`config.mk`:
```
export PLATFORM = sky130hd
export DESIGN_NAME = rsc_top
export DESIGN_NICKNAME = d
export VERILOG_FILES = /design/src/design/rsc_pkg.sv /design/src/design/rsc_ext_filter.sv /design/src/design/rsc_top.sv
export SDC_FILE = /design/constraint.sdc
export NUM_CORES = 1
export LEC_CHECK = 0
export BUFFER_PORTS_ARGS = -buffer_cell sky130_fd_sc_hd__buf_4
export CORE_MARGIN = 4
export CORE_UTILIZATION = 49
export DETAILED_ROUTE_END_ITERATION = 12
export PLACE_DENSITY = 0.73
export SYNTH_ARGS = -nofsm -noshare
export SYNTH_HDL_FRONTEND = slang
export SYNTH_SLANG_ARGS = --single-unit
```
`constraint.sdc`:
```
create_clock -name REF_CLK -period 1.9 [get_ports REF_CLK]
set_input_delay 0.38 -clock REF_CLK [delete_from_list [all_inputs] [get_ports REF_CLK]]
set_output_delay 0.38 -clock REF_CLK [all_outputs]
set_load 0.02 [all_outputs]
```
`src/design/rsc_pkg.sv`:
```
// Purpose: shared constants and types for the reset source control block
// Assumes: one 100 MHz system clock
// Notes: counts are in system clock cycles
package rsc_pkg;
  localparam int unsigned CLK_PERIOD_NS = 10;
  // external reset: samples of the synchronised low level that start a reset
  localparam int unsigned EXT_RST_MIN_CYC = 3;
  // length of the internal system reset sequence
  localparam int unsigned SYS_RST_CYC = 16;
  // option bits fetched from non-volatile memory during reset
  localparam int unsigned OPT_WIDTH = 8;
  localparam int unsigned OPT_WATCHDOG_RESET_SELECT_POS = 0;
  // erased value of the option byte: every bit reads 1
  localparam logic [7:0] OPT_ERASED = 8'hFF;
  // width of the sequence counter
  localparam int unsigned CNT_W = 5;

  // one-hot state codes of the reset sequencer
  typedef enum logic [4:0] {
    RSC_ST_POR   = 5'b0_0001,
    RSC_ST_LOAD  = 5'b0_0010,
    RSC_ST_HOLD  = 5'b0_0100,
    RSC_ST_RUN   = 5'b0_1000,
    RSC_ST_BROWN = 5'b1_0000
  } rsc_state_t;
endpackage : rsc_pkg

```
`src/design/rsc_ext_filter.sv`:
```
// Purpose: qualifies the active-low external reset input against the clock
// Assumes: pin input is asynchronous; two flops settle it first
// Notes: emits a level while enough consecutive low samples have been seen
`timescale 1ns/10ps
`default_nettype none
module rsc_ext_filter #(
  parameter int unsigned MIN_CYC = rsc_pkg::EXT_RST_MIN_CYC
) (
  // clock and reset
  input wire logic clk,
  input wire logic rst,
  // pin and result
  input wire logic ext_rst_n,
  output logic ext_hit
);
  // elaboration-time refusal of thresholds the 4-bit counter cannot hold
  if (MIN_CYC < 1 || MIN_CYC > 15) begin : g_bad_min_cyc
    $error("rsc_ext_filter: MIN_CYC out of range");
  end

  typedef struct packed {
    logic s1;
    logic s2;
    logic [3:0] cnt;
    logic hit;
  } rsc_filt_t;

  rsc_filt_t st_q;
  rsc_filt_t st_d;

  // synchroniser then consecutive low-sample counter
  always_comb begin
    st_d = st_q;
    st_d.s1 = ext_rst_n;
    st_d.s2 = st_q.s1;
    if (st_q.s2) begin
      st_d.cnt = 4'h0;
      st_d.hit = 1'b0;
    end else if (st_q.cnt < 4'(MIN_CYC)) begin
      st_d.cnt = st_q.cnt + 4'h1;
    end
    st_d.hit = !st_q.s2 && (st_q.cnt >= 4'(MIN_CYC - 1));
  end

  // state register, pin idle high after reset
  always_ff @(posedge clk or posedge rst) begin
    if (rst) begin
      st_q <= '{s1: 1'b1, s2: 1'b1, cnt: 4'h0, hit: 1'b0};
    end else begin
      st_q <= st_d;
    end
  end

  assign ext_hit = st_q.hit;
endmodule // rsc_ext_filter
`default_nettype wire

```
`src/design/rsc_top.sv`:
```
// Purpose: reset source control: watchdog response, external reset, status
// Assumes: inputs synchronous to REF_CLK except EXT_RST_N
// Notes: option byte is fetched over a simple request/valid port
//
// Overview of operation
// - In run or halt mode a watchdog time-out starts a system reset when the select bit is 1.
// - The select bit reads 1 when the option memory is erased, so the default is a reset.
// - With the select bit at 0 a time-out raises an interrupt request and no reset.
// - A watchdog-caused system reset sets the watchdog cause flag in the reset status.
// - A low pulse of three clocks may be accepted and one of four or more always is.
// - Recovery from brown-out always goes through a full power-on reset.
// - Every reset reloads the option bits into holding registers before code runs.
`timescale 1ns/10ps
`default_nettype none
module rsc_top #(
  parameter int unsigned SEQ_CYC = rsc_pkg::SYS_RST_CYC
) (
  // clock and reset
  input wire logic REF_CLK,
  input wire logic SYS_RST,
  // reset sources
  input wire logic EXT_RST_N,
  input wire logic BROWNOUT,
  input wire logic WDT_TIMEOUT,
  input wire logic CPU_HALT,
  input wire logic CPU_STOP,
  // option memory fetch
  output logic OPT_REQ,
  input wire logic OPT_VALID,
  input wire logic [7:0] OPT_DATA,
  // results
  output logic CORE_RST,
  output logic WDT_IRQ,
  output logic [7:0] OPT_HOLD,
  output logic WATCHDOG_CAUSE_FLAG,
  output logic EXT_CAUSE_FLAG,
  output logic POR_CAUSE_FLAG
);
  // elaboration-time refusal of sequence lengths the 5-bit counter cannot hold
  if (SEQ_CYC < 2 || SEQ_CYC > 31) begin : g_bad_seq_cyc
    $error("rsc_top: SEQ_CYC out of range");
  end

  // ----------------------------------------------------------------
  // external reset qualification
  // ----------------------------------------------------------------
  logic ext_hit;

  rsc_ext_filter #(
    .MIN_CYC(rsc_pkg::EXT_RST_MIN_CYC)
  ) u_filt (
    .clk(REF_CLK),
    .rst(SYS_RST),
    .ext_rst_n(EXT_RST_N),
    .ext_hit(ext_hit)
  );

  // ----------------------------------------------------------------
  // state
  // ----------------------------------------------------------------
  typedef struct packed {
    rsc_pkg::rsc_state_t state;
    logic [rsc_pkg::CNT_W-1:0] cnt;
    logic opt_req;
    logic core_rst;
    logic wdt_irq;
    logic [7:0] opt_hold;
    logic wdt_flag;
    logic ext_flag;
    logic por_flag;
  } rsc_regs_t;

  rsc_regs_t r_q;
  rsc_regs_t r_d;

  // watchdog time-out accepted only in run or halt, not stop
  function automatic logic wdt_active(input logic tmo, input logic stop);
    wdt_active = tmo && !stop;
  endfunction

  logic wdt_sel;
  assign wdt_sel = r_q.opt_hold[rsc_pkg::OPT_WATCHDOG_RESET_SELECT_POS];

  // next-state logic
  always_comb begin
    r_d = r_q;
    r_d.wdt_irq = 1'b0;
    case (r_q.state)
      rsc_pkg::RSC_ST_BROWN: begin
        // stay in reset until supply recovers, then a full power-on reset
        r_d.core_rst = 1'b1;
        if (!BROWNOUT) begin
          r_d.state = rsc_pkg::RSC_ST_POR;
          r_d.cnt = '0;
          r_d.wdt_flag = 1'b0;
          r_d.ext_flag = 1'b0;
          r_d.por_flag = 1'b1;
        end
      end
      rsc_pkg::RSC_ST_POR: begin
        // power-on hold period before the option fetch
        r_d.core_rst = 1'b1;
        if (r_q.cnt == rsc_pkg::CNT_W'(SEQ_CYC - 1)) begin
          r_d.state = rsc_pkg::RSC_ST_LOAD;
          r_d.opt_req = 1'b1;
        end else begin
          r_d.cnt = r_q.cnt + 1'b1;
        end
      end
      rsc_pkg::RSC_ST_LOAD: begin
        // fetch option bits while the core stays in reset
        r_d.core_rst = 1'b1;
        if (OPT_VALID) begin
          r_d.opt_hold = OPT_DATA;
          r_d.opt_req = 1'b0;
          r_d.state = rsc_pkg::RSC_ST_RUN;
          r_d.core_rst = 1'b0;
        end
      end
      rsc_pkg::RSC_ST_HOLD: begin
        // system reset sequence, then option reload
        r_d.core_rst = 1'b1;
        if (r_q.cnt == rsc_pkg::CNT_W'(SEQ_CYC - 1)) begin
          r_d.state = rsc_pkg::RSC_ST_LOAD;
          r_d.opt_req = 1'b1;
        end else begin
          r_d.cnt = r_q.cnt + 1'b1;
        end
      end
      rsc_pkg::RSC_ST_RUN: begin
        if (ext_hit) begin
          r_d.state = rsc_pkg::RSC_ST_HOLD;
          r_d.cnt = '0;
          r_d.core_rst = 1'b1;
          r_d.ext_flag = 1'b1;
          r_d.wdt_flag = 1'b0;
          r_d.por_flag = 1'b0;
        end else if (wdt_active(WDT_TIMEOUT, CPU_STOP) && wdt_sel) begin
          r_d.state = rsc_pkg::RSC_ST_HOLD;
          r_d.cnt = '0;
          r_d.core_rst = 1'b1;
          r_d.wdt_flag = 1'b1;
          r_d.ext_flag = 1'b0;
          r_d.por_flag = 1'b0;
        end else if (wdt_active(WDT_TIMEOUT, CPU_STOP)) begin
          r_d.wdt_irq = 1'b1;
        end
      end
      default: begin
        r_d.state = rsc_pkg::RSC_ST_POR;
        r_d.cnt = '0;
        r_d.core_rst = 1'b1;
      end
    endcase
    // brown-out overrides any state
    if (BROWNOUT) begin
      r_d.state = rsc_pkg::RSC_ST_BROWN;
      r_d.core_rst = 1'b1;
      r_d.opt_req = 1'b0;
      r_d.wdt_irq = 1'b0;
    end
  end

  // register stage; option hold starts at the erased value
  always_ff @(posedge REF_CLK or posedge SYS_RST) begin
    if (SYS_RST) begin
      r_q <= '{state: rsc_pkg::RSC_ST_POR, cnt: '0, opt_req: 1'b0, core_rst: 1'b1,
               wdt_irq: 1'b0, opt_hold: rsc_pkg::OPT_ERASED,
               wdt_flag: 1'b0, ext_flag: 1'b0, por_flag: 1'b1};
    end else begin
      r_q <= r_d;
    end
  end

  // outputs straight from flops
  assign OPT_REQ = r_q.opt_req;
  assign CORE_RST = r_q.core_rst;
  assign WDT_IRQ = r_q.wdt_irq;
  assign OPT_HOLD = r_q.opt_hold;
  assign WATCHDOG_CAUSE_FLAG = r_q.wdt_flag;
  assign EXT_CAUSE_FLAG = r_q.ext_flag;
  assign POR_CAUSE_FLAG = r_q.por_flag;
endmodule // rsc_top
`default_nettype wire

```
* Word level (Yosys, flattened, before mapping) *
Cells that the tools add are included.

word-level totals
  latch bits = 0
  output and inout bits = 14
  bits of input ports = 16
  bits in writable memories = 0
  register bits = 31
  logic and storage cells = 70
  ROM bits = 0
  memories kept = 0

operators by class
  multipliers = 0
  bitwise gates (word level) = 1
  multiplexer cells = 26
  divide/modulo/power cells = 0
  magnitude comparators = 2
  eq/ne operators = 12
  add/subtract/negate cells = 2
  reduce and logical (&&, ||, !) cells = 14
  shift operators = 0

operator list
  kind                                                               count
  case mux 5 bit (4 select lines)                                    2
  two-way mux 10 bit                                                 3
  two-way mux 5 bit                                                  4
  two-way mux 3 bit                                                  4
  == test 5 x 4 -> 1 bit, second input constant                      2
  AND reduction 3 bit                                                3
  two-way mux 4 bit                                                  2
  two-way mux 1 bit                                                  7
  case mux 3 bit (2 select lines)                                    1
  adder 5 x 1 -> 5 bit, second input constant                        1
  == test 5 x 1 -> 1 bit, second input constant                      1
  == test 5 x 2 -> 1 bit, second input constant                      1
  == test 5 x 3 -> 1 bit, second input constant                      1
  == test 5 bit, second input constant                               1
  adder 4 x 1 -> 4 bit, second input constant                        1
  greater-or-equal comparator 4 x 2 -> 1 bit, second input constant  1
  < comparator 4 x 2 -> 1 bit, second input constant                 1
  inequality test 2 bit, second input constant                       2
  inequality test 4 x 3 -> 1 bit, second input constant              1
  case mux 1 bit (2 select lines)                                    2
  AND reduction 4 bit                                                1
  nonzero test 2 bit                                                 2
  logical AND 1 bit                                                  3
  inequality test 3 x 1 -> 1 bit, second input constant              1
  other kinds (8)                                                    9

* Depth between registers and ports, before layout *
  depth in word-level cells = 7
  mapped depth = 8
  depth with buffers taken out = 8

* Modules after synthesis *
A second synthesis with hierarchy kept.

second synthesis, totals
  cell total of the unflattened synthesis = 135
  area total of the unflattened synthesis = 1495.2 um2

modules (own cells, without submodules)
  module          area an instance (um2)  cells an instance  instances  seq. area each (um2)
  rsc_top         1216.2                  113                1          614.3
  rsc_ext_filter  279.0                   22                 1          177.7

* Least setup slack after synthesis *
No wires, ideal clock.

  path kind = register to register
  from = reg r_q[14] (netlist name)
  to = reg r_q[18] (netlist name)
  period minus slack after synthesis = 2.100 ns
  path buffers = 0
  arrival = 1.976 ns
  required time = 1.775 ns
  cell stages (with the launch flop) = 9
  slack = -0.200 ns
  setup time = 0.125 ns
  path through = dfrtp_1 -> ha_1 -> inv_1 -> nor3_1 -> ha_1 -> or4bb_1 -> a31oi_1 -> nor3_1 -> mux2_2

between the ends
  cells in the longest elaborated chain, start to end = 3
  elaborated cells on any way between the ends = 6
  classes of those cells = 1 x add/sub; 2 x eq/ne; 2 x mux; 1 x reduce/logical

RTL lines
  element                                                                        RTL line        text
  start, declared                                                                rsc_top.sv:73   rsc_regs_t r_q;
  start signal, assigned                                                         rsc_top.sv:167  r_q <= '{state: rsc_pkg::RSC_ST_POR, cnt: '0, opt_req: 1'b0, core_rst: 1'b1,
  start signal, assigned                                                         rsc_top.sv:171  r_q <= r_d;
  adder 5 x 1 -> 5 bit / == test 5 x 4 -> 1 bit (equally long branches)          --
  two-way mux 5 bit / inequality test 2 bit (equally long branches)              --
  case mux 5 bit (4 select lines) / AND reduction 4 bit (equally long branches)  --

Several ways; a longest one is shown, not always the timed one. The select of a mux whose other input is x is not followed.
A chain may end at the register's enable or synchronous reset.

* Final worst setup path *
  from = reg r_q[15] (netlist name)
  to = reg r_q[18] (netlist name)

Same word-level chain as after synthesis.

==> impl_results.md <==
- Layout Cells excl Fill: between 200 and 250
- Commonest non-fill, non-tap cell in the layout: buf_4
- Max Clock Freq: 484 MHz
- Crit path launch: r_q[15]
- Clk_skew: 10.7 ps
- R2R depth: 8
- Final setup fails: 5
- Htree depth: 2
- Worst skew pair latency: about 330 ps
- Reg2Reg Setup Slack: -170 ps
- Setup WS post-layout: -166 ps
- Peak VDD IR: 0.399 mV
- DR iter-0 viols: 32
- CP endpoint kind: flop
- Placed insts: 206
- Area leader, netlist: dfrtp_1
- Pleak: a little under 0.0009 uW
- HP Class: in -> async
- Die width: 64.2 um
- GPL Wtd Cong: ~0.87
- Tmin final: slightly above 2000 ps
- Register area share after synthesis: around 51%
- # clock sinks: 31
- Required @ worst endpoint: 2110 ps
- Largest net degree at the start of global routing: 32
- Yosys reg bits: 31
- Final worst-path cycle share: 109%
- DP Wirelength: 2230 um
- Ant diodes: 0
- Outcome: finished, violations left
- Total wire length: roughly 3100 um
- Largest family of logic cells by synthesized area: simple AND/OR/NAND/NOR gates
- IO Port Bufs: 28
- TritonCTS clock tree: yes
- Worst-Margin Slew: between 400 and 500 ps
- Most frequent cells in the layout: buf_4 (37), dfrtp_1 (18), dfstp_2 (13), nand2_1 (8), inv_1 (8)
- Adder-cell share of the synthesized area: between 3 and 4%
- Die area: between 4000 and 5000 um2
- Design area: about 1900 um2
- Mux cell area share after synthesis: roughly a tenth
- Share of Yosys cell area claimed by the top area cell type: around 30%
- Simple-Gate Fraction of Synth Area: 18.9%
- Synth Area in Compound Gates: approximately 8.4%
- Detail Route Antenna Nets: 0
- Failing checks: negative setup slack
- Async SR Flop Fraction: between 90% and 100%
- Largest cells by area after synthesis: dfrtp_1 (29%), dfstp_2 (22%), mux2_4 (6.8%)
- CTS root buf: clkbuf_4
- First-pass GRT wire length: approximately 5200 um
- Post-synth EDFFs: 0
- Yosys cell types: 38
- Cell Pwr Density: 700 nW/um2
- Drt drc: 0
- RSZ-0062 raised after global routing: yes
- Max cap viols: 0
- Gr usage total: 16.4%
- CP max FO: 4
- Clock transition at the registers of the reported paths: roughly 90 ps
- Cts hold-fix bufs: 0
- R2R Path Start: r_q[15]
- Placed cell area: roughly 1800 um2
- Pre-Repair DR Iteration Count: 4
- Fin. Hold Viols: 0
- Synth Area in XOR/XNOR: between 1 and 1.5%
- R2r endpoint: r_q[18]
- GRT overflow: 0
- Layout cell share with drive strength beyond 1: between 40% and 50%
- Die H: between 60 and 70 um
- Synth Instances: between 100 and 150
- Slew Limit Headroom: roughly 70%
- Initial Utilization: between 50% and 60%
- Worst Setup EP: r_q[18]
- Drt wl/cell: ~14 um
- Dominant synthesized flop cell: dfrtp_1
- Max clock buf depth: 2
- CP startpoint kind: flop
- Syn nets: between 150 and 200
- Final net count: 191
- Vias in the first global route: ~1.2k
- Vias: ~1.1k
- Cell area after synthesis: 1550 um2
- Ys Warns: 0
- Max-slew violations: 0
- Initial antenna violation count: 0
- # IOs: 30
- Vias per Instance: approximately 5.3
- Syn avg cell area: between 10 and 15 um2
- TritonCTS Buffers: 5
- Core ar.: 3030 um2
- Design Power: between 1000 and 1500 uW
- Syn-to-layout area delta: 22.9%
- Critical path class: reg -> reg
- # rows: 20
- CP arrival: ~2300 ps
==> how the worst min path moves through the flow <==
stage                     end  cells past startpoint
2_1_floorplan  u_filt.st_q[5]                      0
3_3_place_gp   u_filt.st_q[5]                      0
3_5_place_dp   u_filt.st_q[5]                      0
4_1_cts        EXT_CAUSE_FLAG                      3
5_1_grt        u_filt.st_d[5]                      1
6_report       EXT_CAUSE_FLAG                      3
==> worst max-delay path, cell delays in order (launching register included) <==
cell,delay (ps)
dfrtp_1,370
ha_2,190
inv_2,40
nor3_2,100
ha_2,210
or4bb_4,470
a31oi_4,200
nor3_2,80
mux2_2,270
==> registers in the layout, summed over array words and instances (netlist names) <==
signal               cells
CORE_RST                 1
EXT_CAUSE_FLAG           1
OPT_HOLD                 8
OPT_REQ                  1
POR_CAUSE_FLAG           1
WATCHDOG_CAUSE_FLAG      1
WDT_IRQ                  1
r_q                     10
u_filt.ext_hit           1
u_filt.st_d              1
u_filt.st_q              5
==> kinds of logic (layout without fill, tap and decap cells) <==
kind of cell | count (synthesis) | after routing
xor+xnor | 2 | 2
fa+ha+maj | 4 | 4
buf+inv | 21 | 54
simple gates | 50 | 50
flops | 31 | 31
mux | 11 | 11
compound gates | 20 | 20
==> cells in the mapped netlist, types with 6 or more instances <==
| cell | number |
|---|---|
| nor3_1 | 8 |
| nand2_1 | 8 |
| dfstp_2 | 13 |
| a21oi_1 | 6 |
| buf_4 | 8 |
| nor2_1 | 7 |
| dfrtp_1 | 18 |
| inv_1 | 9 |
| mux2_4 | 7 |
==> area by class of cell <==
| class | instances | area, um2 |
|---|---|---|
| Multi-Input combinational cell | 87 | 682 |
| Timing Repair Buffer | 37 | 278 |
| Tap cell | 44 | 55.1 |
| Clock buffer | 7 | 55.1 |
| Sequential cell | 31 | 792 |
| Fill cell | 243 | 1130 |
| Clock inverter | 1 | 5.00 |
| Inverter | 9 | 33.8 |
==> report_power, final <==
group          switching [uW]  internal (uW)
Clock                     216            179
Sequential               29.5            705
Combinational            97.8            103
Total                     344            987
==> repair_timing <==
action / in CTS / in global routing
setup buffers: 1 / 1
endpoints found under the setup margin: 7 / 5
pin swaps: 3 / 1
gates resized for setup: 6 / 0
hold endpoints to repair: 0 / 0
==> through the flow <==
step                setup slack (ps)  setup TNS [ps]  hold slack, ps  utilization (%)
global placement               -84.7            -276             346             59.3
floorplan                      -97.0           -97.0             345                -
finish                          -166            -624             124             62.8
detailed placement              -224           -1070             351             59.3
global route                    -254           -1130             138             62.8
CTS                             -175            -691             130             62.5
==> metal layers <==
layer,routed length (um),track usage [%],vias up,share of wire (%)
met5,0,0,-,0
met4,49,8.71,0,1.6
met3,219,5.10,7,7.2
met2,1540,27.2,31,50
met1,1250,18.8,560,41
li1,-,-,542,-
Note: power is estimated with default switching activity, not from simulation.
